File: src/rtl/afce_pkg.sv
// package: opcodes, flag layout, cycle counts and reset values of the execution unit
// Operation
// - add and add-with-carry write Rd+src_reg(+C) in one cycle, flags ZCNVH
// - subtract-with-carry writes Rd-src_reg-C in one cycle, flags ZCNVH
// - subtract immediate writes Rd-K in one cycle, flags Z C N V H
// - subtract immediate with carry writes Rd-K-C in one cycle, flags ZCNVH
// - word add immediate adds K to the register pair in two cycles, flags ZCNVS
// - word subtract immediate subtracts K from the pair in two cycles, flags ZCNVS
// - AND with register or constant in one cycle, flags Z N V only
// - OR with register or constant in one cycle, flags Z N V only
// - set-bits ORs a constant mask into Rd in one cycle, flags Z N V
// - clear-bits ANDs Rd with the inverted mask in one cycle, flags Z N V
// - test ANDs Rd with itself in one cycle, flags Z N V
// - integer multiplies put the 16-bit product in R1:R0 in two cycles, flags Z C
// - fractional multiplies put product shifted left one in R1:R0, two cycles, flags Z C
// - jumps: pointer and relative take two cycles, absolute takes three
// - calls push return address: pointer and relative three cycles, absolute four; return four
package afce_pkg;
	typedef enum logic [5:0] {
		op_add, op_add_carry, op_word_add_imm, op_sub, op_sub_imm, op_sub_regs_carry,
		op_sub_imm_carry, op_word_sub_imm, op_and_regs, op_bitwise_conj_imm, op_or_regs,
		op_bitwise_disj_imm, op_bitwise_xor_regs, op_ones_complement, op_twos_complement,
		op_set_mask_bits, op_clear_mask_bits, op_increment_reg, op_decrement_reg, op_test_reg,
		op_clear_reg, op_set_reg_ones, op_mult_unsigned, op_mult_signed, op_mult_signed_unsigned,
		op_frac_mult_unsigned, op_frac_mult_signed, op_frac_mult_mixed, op_relative_jump,
		op_pointer_jump, op_absolute_jump, op_relative_call, op_pointer_call, op_absolute_call,
		op_subroutine_return, op_interrupt_return
	} afce_op_e;

	// =============================================================
	// status flag positions and update masks
	localparam int FLAG_C = 0;
	localparam int FLAG_Z = 1;
	localparam int FLAG_N = 2;
	localparam int FLAG_V = 3;
	localparam int FLAG_S = 4;
	localparam int FLAG_H = 5;
	localparam int FLAG_I = 7;
	localparam logic [7:0] MASK_NONE = 8'h00;
	localparam logic [7:0] MASK_ZCNVH = 8'h2f;
	localparam logic [7:0] MASK_ZCNVS = 8'h1f;
	localparam logic [7:0] MASK_ZCNV = 8'h0f;
	localparam logic [7:0] MASK_ZNV = 8'h0e;
	localparam logic [7:0] MASK_ZC = 8'h03;

	// =============================================================
	// constants, reset values and cycle counts
	localparam logic [7:0] ALL_ONES = 8'hff;
	localparam logic [7:0] BYTE_ZERO = 8'h00;
	localparam logic [7:0] BYTE_ONE = 8'h01;
	localparam logic [7:0] INC_OVF = 8'h80;
	localparam logic [7:0] DEC_OVF = 8'h7f;
	localparam logic [7:0] SREG_RESET = 8'h00;
	localparam logic [15:0] PC_RESET = 16'h0000;
	localparam logic [15:0] PC_STEP = 16'h0001;
	localparam logic [15:0] PC_STEP_LONG = 16'h0002;
	localparam logic [2:0] CYC_ONE = 3'h1;
	localparam logic [2:0] CYC_TWO = 3'h2;
	localparam logic [2:0] CYC_THREE = 3'h3;
	localparam logic [2:0] CYC_FOUR = 3'h4;

	function automatic logic [2:0] op_cycles(input afce_op_e op);
		case (op)
			op_word_add_imm, op_word_sub_imm, op_mult_unsigned, op_mult_signed,
			op_mult_signed_unsigned, op_frac_mult_unsigned, op_frac_mult_signed,
			op_frac_mult_mixed, op_relative_jump, op_pointer_jump: op_cycles = CYC_TWO;
			op_absolute_jump, op_relative_call, op_pointer_call: op_cycles = CYC_THREE;
			op_absolute_call, op_subroutine_return, op_interrupt_return: op_cycles = CYC_FOUR;
			default: op_cycles = CYC_ONE;
		endcase
	endfunction
endpackage

File: src/rtl/afce_alu.sv
// combinational result and flag generation for one decoded operation
`timescale 1ns/1ns
module afce_alu (
	input wire afce_pkg::afce_op_e op, // decoded operation
	input wire logic [7:0] a, // destination register value
	input wire logic [7:0] a_hi, // high register of a word pair
	input wire logic [7:0] b, // source register value
	input wire logic [7:0] imm, // constant operand
	input wire logic [7:0] sreg, // current status flags
	output logic [15:0] res, // result word
	output logic [7:0] flags, // new flag values
	output logic [7:0] mask // flags to update
);
	logic [7:0] x, y, r8;
	logic ci, is_sub, sa, sb;
	logic [8:0] sum9, dif9;
	logic [4:0] sum5, dif5;
	logic [15:0] wsum, wdif, p16;
	logic [17:0] prod;

	// =============================================================
	// shared 8-bit adder operand selection
	always_comb begin
		x = a;
		y = b;
		ci = 1'b0;
		is_sub = 1'b0;
		case (op)
			afce_pkg::op_add_carry: ci = sreg[afce_pkg::FLAG_C];
			afce_pkg::op_sub: is_sub = 1'b1;
			afce_pkg::op_sub_regs_carry: begin
				is_sub = 1'b1;
				ci = sreg[afce_pkg::FLAG_C];
			end
			afce_pkg::op_sub_imm: begin
				y = imm;
				is_sub = 1'b1;
			end
			afce_pkg::op_sub_imm_carry: begin
				y = imm;
				is_sub = 1'b1;
				ci = sreg[afce_pkg::FLAG_C];
			end
			afce_pkg::op_twos_complement: begin
				x = afce_pkg::BYTE_ZERO;
				y = a;
				is_sub = 1'b1;
			end
			afce_pkg::op_increment_reg: y = afce_pkg::BYTE_ONE;
			afce_pkg::op_decrement_reg: begin
				y = afce_pkg::BYTE_ONE;
				is_sub = 1'b1;
			end
			default: ;
		endcase
	end

	assign sum9 = {1'b0, x} + {1'b0, y} + {8'h00, ci};
	assign dif9 = {1'b0, x} - {1'b0, y} - {8'h00, ci};
	assign sum5 = {1'b0, x[3:0]} + {1'b0, y[3:0]} + {4'h0, ci};
	assign dif5 = {1'b0, x[3:0]} - {1'b0, y[3:0]} - {4'h0, ci};
	assign r8 = is_sub ? dif9[7:0] : sum9[7:0];
	assign wsum = {a_hi, a} + {8'h00, imm};
	assign wdif = {a_hi, a} - {8'h00, imm};
	assign sa = op inside {afce_pkg::op_mult_signed, afce_pkg::op_mult_signed_unsigned,
		afce_pkg::op_frac_mult_signed, afce_pkg::op_frac_mult_mixed};
	assign sb = op inside {afce_pkg::op_mult_signed, afce_pkg::op_frac_mult_signed};
	assign prod = $signed({sa & a[7], a}) * $signed({sb & b[7], b});
	assign p16 = prod[15:0];

	// =============================================================
	// result and flag selection
	always_comb begin
		res = {afce_pkg::BYTE_ZERO, r8};
		flags = sreg;
		mask = afce_pkg::MASK_ZCNVH;
		flags[afce_pkg::FLAG_Z] = (r8 == afce_pkg::BYTE_ZERO);
		flags[afce_pkg::FLAG_N] = r8[7];
		flags[afce_pkg::FLAG_C] = is_sub ? dif9[8] : sum9[8];
		flags[afce_pkg::FLAG_H] = is_sub ? dif5[4] : sum5[4];
		flags[afce_pkg::FLAG_V] = is_sub ? ((x[7] & ~y[7] & ~r8[7]) | (~x[7] & y[7] & r8[7]))
			: ((x[7] & y[7] & ~r8[7]) | (~x[7] & ~y[7] & r8[7]));
		case (op)
			afce_pkg::op_sub_regs_carry, afce_pkg::op_sub_imm_carry:
				flags[afce_pkg::FLAG_Z] = (r8 == afce_pkg::BYTE_ZERO) & sreg[afce_pkg::FLAG_Z];
			afce_pkg::op_increment_reg, afce_pkg::op_decrement_reg: begin
				mask = afce_pkg::MASK_ZNV;
				flags[afce_pkg::FLAG_V] = (r8 == (is_sub ? afce_pkg::DEC_OVF : afce_pkg::INC_OVF));
			end
			afce_pkg::op_ones_complement: begin
				res = {afce_pkg::BYTE_ZERO, afce_pkg::ALL_ONES - a};
				mask = afce_pkg::MASK_ZCNV;
				flags[afce_pkg::FLAG_C] = 1'b1;
				flags[afce_pkg::FLAG_V] = 1'b0;
				flags[afce_pkg::FLAG_Z] = (a == afce_pkg::ALL_ONES);
				flags[afce_pkg::FLAG_N] = ~a[7];
			end
			afce_pkg::op_word_add_imm, afce_pkg::op_word_sub_imm: begin
				res = (op == afce_pkg::op_word_add_imm) ? wsum : wdif;
				mask = afce_pkg::MASK_ZCNVS;
				flags[afce_pkg::FLAG_Z] = (res == 16'h0000);
				flags[afce_pkg::FLAG_N] = res[15];
				flags[afce_pkg::FLAG_V] = (op == afce_pkg::op_word_add_imm) ? (~a_hi[7] & res[15])
					: (a_hi[7] & ~res[15]);
				flags[afce_pkg::FLAG_C] = (op == afce_pkg::op_word_add_imm) ? (a_hi[7] & ~res[15])
					: (~a_hi[7] & res[15]);
				flags[afce_pkg::FLAG_S] = res[15] ^ flags[afce_pkg::FLAG_V];
			end
			afce_pkg::op_and_regs, afce_pkg::op_bitwise_conj_imm, afce_pkg::op_or_regs,
			afce_pkg::op_bitwise_disj_imm, afce_pkg::op_bitwise_xor_regs, afce_pkg::op_set_mask_bits,
			afce_pkg::op_clear_mask_bits, afce_pkg::op_test_reg, afce_pkg::op_clear_reg: begin
				case (op)
					afce_pkg::op_and_regs: res[7:0] = a & b;
					afce_pkg::op_bitwise_conj_imm: res[7:0] = a & imm;
					afce_pkg::op_or_regs: res[7:0] = a | b;
					afce_pkg::op_bitwise_disj_imm, afce_pkg::op_set_mask_bits:
						res[7:0] = a | imm;
					afce_pkg::op_clear_mask_bits: res[7:0] = a & (afce_pkg::ALL_ONES - imm);
					afce_pkg::op_test_reg: res[7:0] = a & a;
					afce_pkg::op_clear_reg: res[7:0] = a ^ a;
					default: res[7:0] = a ^ b;
				endcase
				mask = afce_pkg::MASK_ZNV;
				flags[afce_pkg::FLAG_Z] = (res[7:0] == afce_pkg::BYTE_ZERO);
				flags[afce_pkg::FLAG_N] = res[7];
				flags[afce_pkg::FLAG_V] = 1'b0;
			end
			afce_pkg::op_set_reg_ones: begin
				res = {afce_pkg::BYTE_ZERO, afce_pkg::ALL_ONES};
				mask = afce_pkg::MASK_NONE;
			end
			afce_pkg::op_mult_unsigned, afce_pkg::op_mult_signed, afce_pkg::op_mult_signed_unsigned,
			afce_pkg::op_frac_mult_unsigned, afce_pkg::op_frac_mult_signed,
			afce_pkg::op_frac_mult_mixed: begin
				res = sa & ~sb & (op == afce_pkg::op_frac_mult_mixed) | op inside {
					afce_pkg::op_frac_mult_unsigned, afce_pkg::op_frac_mult_signed}
					? {p16[14:0], 1'b0} : p16;
				mask = afce_pkg::MASK_ZC;
				flags[afce_pkg::FLAG_C] = p16[15];
				flags[afce_pkg::FLAG_Z] = (res == 16'h0000);
			end
			afce_pkg::op_relative_jump, afce_pkg::op_pointer_jump, afce_pkg::op_absolute_jump,
			afce_pkg::op_relative_call, afce_pkg::op_pointer_call, afce_pkg::op_absolute_call,
			afce_pkg::op_subroutine_return, afce_pkg::op_interrupt_return: mask = afce_pkg::MASK_NONE;
			default: ;
		endcase
	end
endmodule

File: src/rtl/afce_exec.sv
// execution unit: sequences one decoded operation, writes back results, flags and counter
`timescale 1ns/1ns
module afce_exec (
	input wire logic clk, // core clock
	input wire logic rst_b, // synchronous reset, active low
	input wire logic op_valid, // decoded operation offered
	input wire afce_pkg::afce_op_e op_code, // decoded operation
	input wire logic [7:0] op_dst, // destination register value
	input wire logic [7:0] op_dst_hi, // high register of word pair
	input wire logic [7:0] op_src, // source register value
	input wire logic [7:0] op_imm, // constant operand
	input wire logic [15:0] op_addr, // absolute target or signed offset
	input wire logic [15:0] z_ptr, // pointer register pair
	input wire logic [15:0] stack_rdata, // popped return address
	output logic busy, // operation in progress
	output logic done, // operation finished pulse
	output logic wr_en, // register write-back pulse
	output logic wr_pair, // write-back covers two registers
	output logic wr_r10, // write-back goes to R1:R0
	output logic [15:0] wr_data, // write-back data
	output logic [7:0] sreg, // status flags
	output logic [15:0] pc, // program counter
	output logic stack_push, // push pulse
	output logic [15:0] stack_wdata, // pushed return address
	output logic stack_pop // pop pulse
);
	typedef enum logic {ST_IDLE = 1'b0, ST_EXEC = 1'b1} afce_st_e;
	typedef struct packed {
		afce_st_e st;
		logic [2:0] cnt;
		logic busy;
		logic done;
		logic wr_en;
		logic wr_pair;
		logic wr_r10;
		logic [15:0] wr_data;
		logic [7:0] sreg;
		logic [15:0] pc;
		logic push;
		logic [15:0] push_data;
		logic pop;
		logic p_wr;
		logic p_pair;
		logic p_r10;
		logic p_ret;
		logic [15:0] p_data;
		logic [7:0] p_sreg;
		logic [15:0] p_pc;
	} afce_exec_s;

	afce_exec_s s_ff, nxt_s;
	logic [15:0] alu_res;
	logic [7:0] alu_flags, alu_mask;
	logic [2:0] cyc;
	logic fin;

	afce_alu u_alu (
		.op(op_code),
		.a(op_dst),
		.a_hi(op_dst_hi),
		.b(op_src),
		.imm(op_imm),
		.sreg(s_ff.sreg),
		.res(alu_res),
		.flags(alu_flags),
		.mask(alu_mask)
	);

	assign cyc = afce_pkg::op_cycles(op_code);

	// =============================================================
	// next state
	always_comb begin
		nxt_s = s_ff;
		nxt_s.done = 1'b0;
		nxt_s.wr_en = 1'b0;
		nxt_s.push = 1'b0;
		nxt_s.pop = 1'b0;
		fin = 1'b0;
		unique case (s_ff.st)
			ST_IDLE: begin
				if (op_valid) begin
					nxt_s.p_data = alu_res;
					nxt_s.p_sreg = (s_ff.sreg & ~alu_mask) | (alu_flags & alu_mask);
					nxt_s.p_wr = (alu_mask != afce_pkg::MASK_NONE)
						|| (op_code == afce_pkg::op_set_reg_ones);
					nxt_s.p_pair = op_code inside {afce_pkg::op_word_add_imm, afce_pkg::op_word_sub_imm}
						|| (alu_mask == afce_pkg::MASK_ZC);
					nxt_s.p_r10 = (alu_mask == afce_pkg::MASK_ZC);
					nxt_s.p_ret = 1'b0;
					nxt_s.p_pc = s_ff.pc + afce_pkg::PC_STEP;
					case (op_code)
						afce_pkg::op_relative_jump, afce_pkg::op_relative_call:
							nxt_s.p_pc = s_ff.pc + op_addr + afce_pkg::PC_STEP;
						afce_pkg::op_pointer_jump, afce_pkg::op_pointer_call:
							nxt_s.p_pc = z_ptr;
						afce_pkg::op_absolute_jump, afce_pkg::op_absolute_call:
							nxt_s.p_pc = op_addr;
						afce_pkg::op_subroutine_return: begin
							nxt_s.p_ret = 1'b1;
							nxt_s.pop = 1'b1;
						end
						afce_pkg::op_interrupt_return: begin
							nxt_s.p_ret = 1'b1;
							nxt_s.pop = 1'b1;
							nxt_s.p_sreg[afce_pkg::FLAG_I] = 1'b1;
						end
						default: ;
					endcase
					if (op_code inside {afce_pkg::op_relative_call, afce_pkg::op_pointer_call,
						afce_pkg::op_absolute_call}) begin
						nxt_s.push = 1'b1;
						nxt_s.push_data = s_ff.pc + ((op_code == afce_pkg::op_absolute_call)
							? afce_pkg::PC_STEP_LONG : afce_pkg::PC_STEP);
					end
					if (cyc == afce_pkg::CYC_ONE) begin
						fin = 1'b1;
					end else begin
						nxt_s.st = ST_EXEC;
						nxt_s.cnt = cyc - afce_pkg::CYC_ONE;
					end
				end
			end
			ST_EXEC: begin
				nxt_s.cnt = s_ff.cnt - afce_pkg::CYC_ONE;
				fin = (s_ff.cnt == afce_pkg::CYC_ONE);
			end
		endcase
		if (fin) begin
			nxt_s.st = ST_IDLE;
			nxt_s.done = 1'b1;
			nxt_s.wr_en = nxt_s.p_wr;
			nxt_s.wr_pair = nxt_s.p_pair;
			nxt_s.wr_r10 = nxt_s.p_r10;
			nxt_s.wr_data = nxt_s.p_data;
			nxt_s.sreg = nxt_s.p_sreg;
			nxt_s.pc = nxt_s.p_ret ? stack_rdata : nxt_s.p_pc;
		end
		nxt_s.busy = (nxt_s.st == ST_EXEC);
	end

	always_ff @(posedge clk) begin
		if (!rst_b) begin
			s_ff <= '0;
			s_ff.sreg <= afce_pkg::SREG_RESET;
			s_ff.pc <= afce_pkg::PC_RESET;
		end else begin
			s_ff <= nxt_s;
		end
	end

	assign busy = s_ff.busy;
	assign done = s_ff.done;
	assign wr_en = s_ff.wr_en;
	assign wr_pair = s_ff.wr_pair;
	assign wr_r10 = s_ff.wr_r10;
	assign wr_data = s_ff.wr_data;
	assign sreg = s_ff.sreg;
	assign pc = s_ff.pc;
	assign stack_push = s_ff.push;
	assign stack_wdata = s_ff.push_data;
	assign stack_pop = s_ff.pop;

	logic go;
	assign go = op_valid && !busy;
endmodule

File: config.mk
export PLATFORM = sky130hd
export DESIGN_NAME = afce_exec
export DESIGN_NICKNAME = d
export VERILOG_FILES = /design/src/rtl/afce_pkg.sv /design/src/rtl/afce_alu.sv /design/src/rtl/afce_exec.sv
export SDC_FILE = /design/constraint.sdc
export NUM_CORES = 1
export LEC_CHECK = 0
export BUFFER_PORTS_ARGS = -buffer_cell sky130_fd_sc_hd__buf_2
export CAP_MARGIN = 5
export CORE_ASPECT_RATIO = 2
export CORE_MARGIN = 2
export CORE_UTILIZATION = 55
export CTS_BUF_LIST = sky130_fd_sc_hd__clkbuf_16
export DETAILED_ROUTE_END_ITERATION = 10
export GPL_TIMING_DRIVEN = 0
export HOLD_SLACK_MARGIN = 0.06
export PLACE_DENSITY = 0.86
export SYNTH_ARGS = -nofsm -noshare
export SYNTH_HDL_FRONTEND = slang
export SYNTH_SLANG_ARGS = --single-unit
File: constraint.sdc
create_clock -name clk -period 6.8 [get_ports clk]
set_input_delay 0.68 -clock clk [delete_from_list [all_inputs] [get_ports clk]]
set_output_delay 0.68 -clock clk [all_outputs]
set_load 0.03 [all_outputs]
## Word-level counts from Yosys, hierarchy flattened

Memories as Yosys holds them, arrays and structs flattened.
Index checks and enable logic that the tools add are counted.

- Output and inout port bits: 63
- Memories: 1
- Bits in read-only memories: 192
- Logic and storage cells: 194
- Register bits: 110
- Input port bits: 89

- Eq/ne operators: 42
- Reductions and logical operators: 33
- Muxes and demuxes: 39
- Multipliers: 1
- Add/subtract/negate cells: 18
- Bitwise logic cells: 41

Memory list:

| name | words | bits a word | rd ports | clocked after Yosys merged registers in | write ports | RTL line | text |
|---|---|---|---|---|---|---|---|
| (no name shown) | 64 | 3 | 1 | 0 | 0 | afce_pkg.sv:63 | `case (op)` |

Operator list:

| kind | number |
|---|---|
| two-way mux 44 bit | 3 |
| equality test 6 x 5 -> 1 bit (second input constant) | 16 |
| case mux 8 bit (7 select lines) | 1 |
| bitwise AND 8 bit | 6 |
| equality test 6 x 4 -> 1 bit (second input constant) | 8 |
| two-way mux 16 bit | 3 |
| case mux 16 bit (3 select lines) | 1 |
| case mux 8 bit (5 select lines) | 1 |
| adder 16 x 1 -> 16 bit (second input constant) | 2 |
| zero test 16 bit | 2 |
| two-way mux 8 bit | 4 |
| case mux 6 bit (5 select lines) | 1 |
| equality test 6 x 3 -> 1 bit (second input constant) | 4 |
| equality test 6 bit (second input constant) | 4 |
| bitwise OR 8 bit | 3 |
| case mux 8 bit (3 select lines) | 1 |
| OR reduction 2 bit | 10 |
| OR reduction 9 bit | 2 |
| two-way mux 17 bit | 1 |
| adder 16 bit | 1 |
| adder 16 x 2 -> 16 bit | 1 |
| adder 16 x 8 -> 16 bit | 1 |
| zero test 8 bit | 2 |
| multiplier 9 x 9 -> 16 bit | 1 |
| other kinds (43) | 95 |

## Depth between registers and ports, before layout

- Word-level depth: 18
- Mapped depth: 25
- Mapped depth without buffers: 22

## Cells and area by module

From an unflattened synthesis, not the netlist that was laid out.

- Cells, all modules: 1,743
- Area total of the unflattened synthesis: 13,671.9 um^2

Modules (own cells, without submodules):

| module | sequential area each (um^2) | area each (um^2) | instances | cells each |
|---|---|---|---|---|
| afce_alu | 0.0 | 6,880.3 | 1 | 927 |
| afce_exec | 2,202.1 | 6,791.5 | 1 | 816 |

## Worst setup path after synthesis

OpenSTA, ideal clock, no wires.

- Path type: input to register
- From: input port op_code[0]
- To: register sreg[1] (netlist name)
- Arrival: 6.397 ns
- Data required time: 6.680 ns
- Path slack: 0.283 ns
- Path buffers: 3
- Setup time: 0.120 ns
- Cell stages on the path: 24
- Cells stage by stage: buf_6 -> buf_6 -> or3b_1 -> a21o_1 -> buf_2 -> or2_2 -> fa_1 -> fa_1 -> inv_1 -> fa_1 -> fa_1 -> inv_1 -> fa_1 -> inv_1 -> ha_1 -> or4_1 -> o21a_1 -> a31o_2 -> a21oi_1 -> xnor2_1 -> a211oi_1 -> a211o_1 -> a31oi_2 -> o21ai_1

- Cells in the longest elaborated chain, start to end: 13
- Elaborated cells between the ends (all ways): 87
- Classes of those cells: 4 x add/sub; 1 x mul; 36 x eq/ne; 16 x mux; 11 x bitwise; 18 x reduce/logical; 1 x memory

RTL lines:

| what | RTL line | text |
|---|---|---|
| start, declared | afce_exec.sv:7 | `input wire afce_pkg::afce_op_e op_code,` |
| equality test 6 x 5 -> 1 bit (tied with other cells) | afce_alu.sv:28, afce_alu.sv:83 |  |
| OR reduction 2 bit (no source line) / nonzero test 2 bit (equally long branches) | -- |  |
| case mux 8 bit (3 select lines) / inverter 1 bit (equally long branches) | afce_alu.sv:28, afce_alu.sv:135 |  |
| adder 8 x 8 -> 9 bit (tied with other cells) | afce_alu.sv:58 | `assign sum9 = {1'b0, x} + {1'b0, y} + {8'h00, ci};` |
| adder 9 x 1 -> 9 bit (tied with other cells) | afce_alu.sv:58 |  |
| two-way mux 8 bit / bitwise OR 1 bit (equally long branches) | afce_alu.sv:62, afce_alu.sv:135 |  |
| zero test 8 bit / two-way mux 16 bit (equally long branches) | afce_alu.sv:77, afce_alu.sv:85, afce_alu.sv:137 |  |
| bitwise AND 1 bit / zero test 16 bit (equally long branches) | afce_alu.sv:85, afce_alu.sv:140 |  |
| case mux 1 bit (5 select lines) | afce_alu.sv:83 | `case (op)` |
| bitwise AND 8 bit | afce_exec.sv:84 | `nxt_s.p_sreg = (s_ff.sreg & ~alu_mask) \| (alu_flags & alu_mask);` |
| bitwise OR 8 bit | afce_exec.sv:84 |  |
| two-way mux 44 bit | afce_exec.sv:82 | `if (op_valid) begin` |
| two-way mux 44 bit | afce_exec.sv:80 | `unique case (s_ff.st)` |

Several ways; a longest one is shown, not always the timed one. The select of a mux whose other input is x is not followed.
A chain may end at the register's enable or synchronous reset.

## Worst setup path in the final report

- From: input port op_code[4]
- To: register sreg[1] (netlist name)

- Cells in the longest elaborated chain, start to end: 13
- Elaborated cells between the ends (all ways): 87
- Classes of those cells: 4 x add/sub; 1 x mul; 36 x eq/ne; 16 x mux; 11 x bitwise; 18 x reduce/logical; 1 x memory

RTL lines:

| what | RTL line |
|---|---|
| equality test 6 x 5 -> 1 bit (tied with other cells) | afce_alu.sv:28, afce_alu.sv:83 |
| OR reduction 2 bit (no source line) / nonzero test 2 bit (equally long branches) | -- |
| case mux 8 bit (3 select lines) / inverter 1 bit (equally long branches) | afce_alu.sv:28, afce_alu.sv:135 |
| adder 8 x 8 -> 9 bit (tied with other cells) | afce_alu.sv:58 |
| adder 9 x 1 -> 9 bit (tied with other cells) | afce_alu.sv:58 |
| two-way mux 8 bit / bitwise OR 1 bit (equally long branches) | afce_alu.sv:62, afce_alu.sv:135 |
| zero test 8 bit / two-way mux 16 bit (equally long branches) | afce_alu.sv:77, afce_alu.sv:85, afce_alu.sv:137 |
| bitwise AND 1 bit / zero test 16 bit (equally long branches) | afce_alu.sv:85, afce_alu.sv:140 |
| case mux 1 bit (5 select lines) | afce_alu.sv:83 |
| bitwise AND 8 bit | afce_exec.sv:84 |
| bitwise OR 8 bit | afce_exec.sv:84 |
| two-way mux 44 bit | afce_exec.sv:82 |
| two-way mux 44 bit | afce_exec.sv:80 |

Several ways; a longest one is shown, not always the timed one. The select of a mux whose other input is x is not followed.

==> metrics.cfg <==
[routing]
drt_iter0_markers = 1380
vias = 14260
wl_um = 51550
post_drt_wl_per_cell_um = 23.31
via_per_inst = 6.446
post-route-drc-count = 0
drt_first_pass_iters = 7
ant_nets = 0

[sta]
fmax_mhz = 148.9
fin_crit_sh_pct = 98.75
setup_viol = 0
period_minus_slack_ns = 6.715
maxSlewHeadroom_pct = 25.71
hold_viol_final = 0
finClkSkew_ns = 0.008463
fin_setup_tns_ns = 0
drv_slew = 0
tightestPinTransition_ns = 1.106

[die]
rows = 80
dieArea_sq_um = 25580
io_pins = 152
die_w_um = 114.1
coreArea_sq_um = 23820
die_y_um = 224.2
start_util_pct = 55.98

[worst_setup_path]
cp_cell_sequence = buf_4 > buf_6 > nor2b_1 > and3_4 > nand2_2 > fa_2 > inv_1 > fa_1 > fa_1 > fa_1 > ha_1 > ha_1 > nor4_1 > o21ai_0 > a31o_2 > a21oi_2 > xnor2_2 > a211oi_2 > a211o_1 > a31oi_2 > o21ai_1
slowest_stage = fa_2
cp_max_fo = 10
rr_worst_depth = 11
cp-end-kind = register
cpLargestDelayFamily = adder cells
path_buf_inv = 3
critPathKind = in2reg
crit_path_frequent_cell = fa_1
r2r_slack_ns = 2.74
r2r-start = pc[1]$_SDFFE_PN0P_
required_ns = 7.06
worstPathArrival_ns = 6.98
start_kind = input port
worstReg2RegEnd = s_ff[14]$_SDFF_PN0_
slowest_delay_ns = 0.72

[global_route]
overflow = 0
grt_pass1_vias = 14350
antenna_found_initial = 2
grt_pass1_wl_um = 77710
track_usage_pct = 40.25
grt_max_degree = 20

[final_layout]
fin_nets = 2177
multi_input_area_sq_um = 9762
drive_gt1_share_pct = 14.72
fillers = 2209
syn_to_final_growth_pct = 11.21
area.sequential_sq_um = 2202

[yosys]
syn_avg_cell_area_sq_um = 7.577
synthArstFlopShare_pct = 0
synth_edf_count = 0
ys.flop_type = dfxtp_1
synth_nets = 2020
ys_seq_elements = 110
ys_types = 87
syn_area_sq_um = 13340
ys_warn_count = 0
yosysSeqAreaShare_pct = 16.51
syn_inst = 1760

[min_path]
whs_endpoint = wr_data[10]$_SDFFE_PN0P_
hp-start = wr_data[10]$_SDFFE_PN0P_
hold_depth = 2
hold_path_class = reg2reg

[clock_tree]
cts_buffer_depth = 2
cts_made_buffers = 9
clk_pin_slew_ns = 0.08
clock_sinks = 110
cts-root-buf = clkbuf_16
clkLatencyLatePin_ns = 0.37
postCtsHoldBufs = 0
cts_tree = built
htreeDepth = 3

[placement]
portBuffers = 146
place_congestion = 1.075
dp_hpwl_um = 41340

[power_and_ir_drop]
power_mw = 3.059
power_density_nw_per_um2 = 206.3
ir_drop_mv = 0.2744
leakagePower_nw = 6.580

[job]
drv_cap = 0

[run_status]
status = finished clean

[worst reg2reg max path: cells and delay by family, from the launching register on]
family | cells | cell delay, ns
AND/OR/NAND/NOR | 4 | 0.87
buffers and inverters | 1 | 0.35
adder cells (fa/ha/maj) | 1 | 0.52
AO/OA/AOI/OAI | 5 | 1.57
flip-flops | 1 | 0.66
[registers in the layout, summed over array words and instances (netlist names)]
signal       flops
stack_wdata     16
done             1
sreg             8
pc              16
wr_en            1
wr_data         16
stack_pop        1
wr_pair          1
busy             1
stack_push       1
wr_r10           1
s_ff            47
[metal layers]
metal	GRT usage (%)	share of wire, %	wire [um]	up-vias
li1	-	-	-	6439
met1	36.24	30	15660	6697
met2	71.95	51	26110	806
met3	7.707	7.0	3619	317
met4	39.93	12	6164	0
met5	0	0	0	-
[logic make-up after synthesis]
kind of cell | synth area share, %
AND/OR/NAND/NOR | 23.02
buffers and inverters | 10.88
multiplexers | 1.661
AO/OA/AOI/OAI | 23.02
XOR/XNOR | 4.926
adder cells (fa/ha/maj) | 19.98
flip-flops | 16.51
[worst max path at each step]
stage	startpoint	end	slack [ns]	cells past startpoint
2_1_floorplan	op_code[0]	sreg[1]$_SDFFE_PN0P_	0.28	24
3_3_place_gp	op_code[2]	sreg[1]$_SDFFE_PN0P_	-1.00	24
3_5_place_dp	op_code[2]	sreg[1]$_SDFFE_PN0P_	-1.00	24
4_1_cts	op_code[2]	sreg[1]$_SDFFE_PN0P_	0.007	24
5_1_grt	op_code[5]	wr_data[14]$_SDFFE_PN0P_	-0.13	21
6_report	op_code[4]	sreg[1]$_SDFFE_PN0P_	0.08	21
[where the power goes]
part / switching [mW] / internal [mW]
registers: 0.0402 / 0.691
logic: 1.10 / 0.670
clock network: 0.261 / 0.291
[final cells by class]
class / instances / share of cell area (%)
tap: 287 / 2.421
clock inverter: 7 / 0.5315
inverter: 148 / 3.746
buffer: 160 / 5.965
clock buffer: 9 / 1.519
multi-input combinational: 1339 / 65.82
timing repair buffer: 149 / 5.096
sequential: 110 / 14.85
antenna: 3 / 0.05062
[cell usage in the layout (no fill, tap or decap), types with 10 or more instances in the layout]
cell,n
o21a_1,21
and3_1,19
nand3_1,42
fa_1,69
dfxtp_1,110
a21o_1,11
xnor2_1,44
nor4_1,11
inv_1,149
and2_1,68
a221oi_1,14
o211ai_1,23
buf_4,62
or3_1,14
mux2i_1,21
nor3_1,33
a222oi_1,11
nand2b_1,20
nand4_1,19
a21oi_1,106
nor2_1,160
o21ai_0,87
xor2_1,27
ha_1,101
a31oi_1,20
nor2b_1,24
buf_2,162
nand2_1,154
o2111ai_1,10
clkbuf_1,73
o22ai_1,12
o31ai_1,11
a211oi_1,44
[cell usage after synthesis, types with 6 or more instances]
library cell / count / share of area, %
and2_1: 68 / 3.2
fa_1: 70 / 11
o221ai_1: 9 / 0.59
and3_1: 20 / 0.94
nor2b_1: 24 / 1.1
buf_2: 20 / 0.75
o22ai_1: 12 / 0.56
nand3_1: 42 / 1.6
a311oi_1: 7 / 0.46
xnor2_1: 47 / 3.1
a31oi_1: 20 / 0.94
inv_1: 148 / 4.2
a221oi_1: 14 / 0.92
o2111ai_1: 10 / 0.66
a222oi_1: 11 / 0.83
buf_4: 59 / 3.3
nand4_1: 19 / 0.89
a211oi_1: 45 / 2.5
nand2b_1: 20 / 0.94
a21oi_1: 107 / 4.0
a211o_1: 6 / 0.39
nor4_1: 11 / 0.52
o21ai_0: 87 / 3.3
nor2_1: 160 / 4.5
nor3_1: 33 / 1.2
nand3b_1: 7 / 0.39
o31ai_1: 11 / 0.62
ha_1: 101 / 9.5
o21a_1: 21 / 1.2
dfxtp_1: 110 / 17
o211ai_1: 23 / 1.3
a21o_1: 12 / 0.68
xor2_1: 28 / 1.8
clkbuf_1: 74 / 2.1
nand2_1: 155 / 4.4
mux2i_1: 21 / 1.6
or3_1: 14 / 0.66
[stage by stage]
step                cells  setup WS, ns  hold WS, ns  instance area (sq um)  utilization (%)
floorplan            1760        0.2833       0.4294                  13340                -
global placement     2193        -1.004       0.4393                  14430            60.55
detailed placement   2193        -1.005       0.4434                  14430            60.55
CTS                  2208      0.007100       0.4540                  14780            62.05
global route         2211       -0.1313       0.4906                  14830            62.24
finish               2212       0.08472       0.4543                  14830            62.25
[what timing repair did]
item | in CTS | in global routing
endpoints found under the hold margin | 0 | 0
endpoints found under the setup margin | 13 | 6
pin swaps | 0 | 4
resized for setup | 10 | 7
buffers inserted | 0 | 3
No activity file was read; power rests on OpenSTA's default activity.
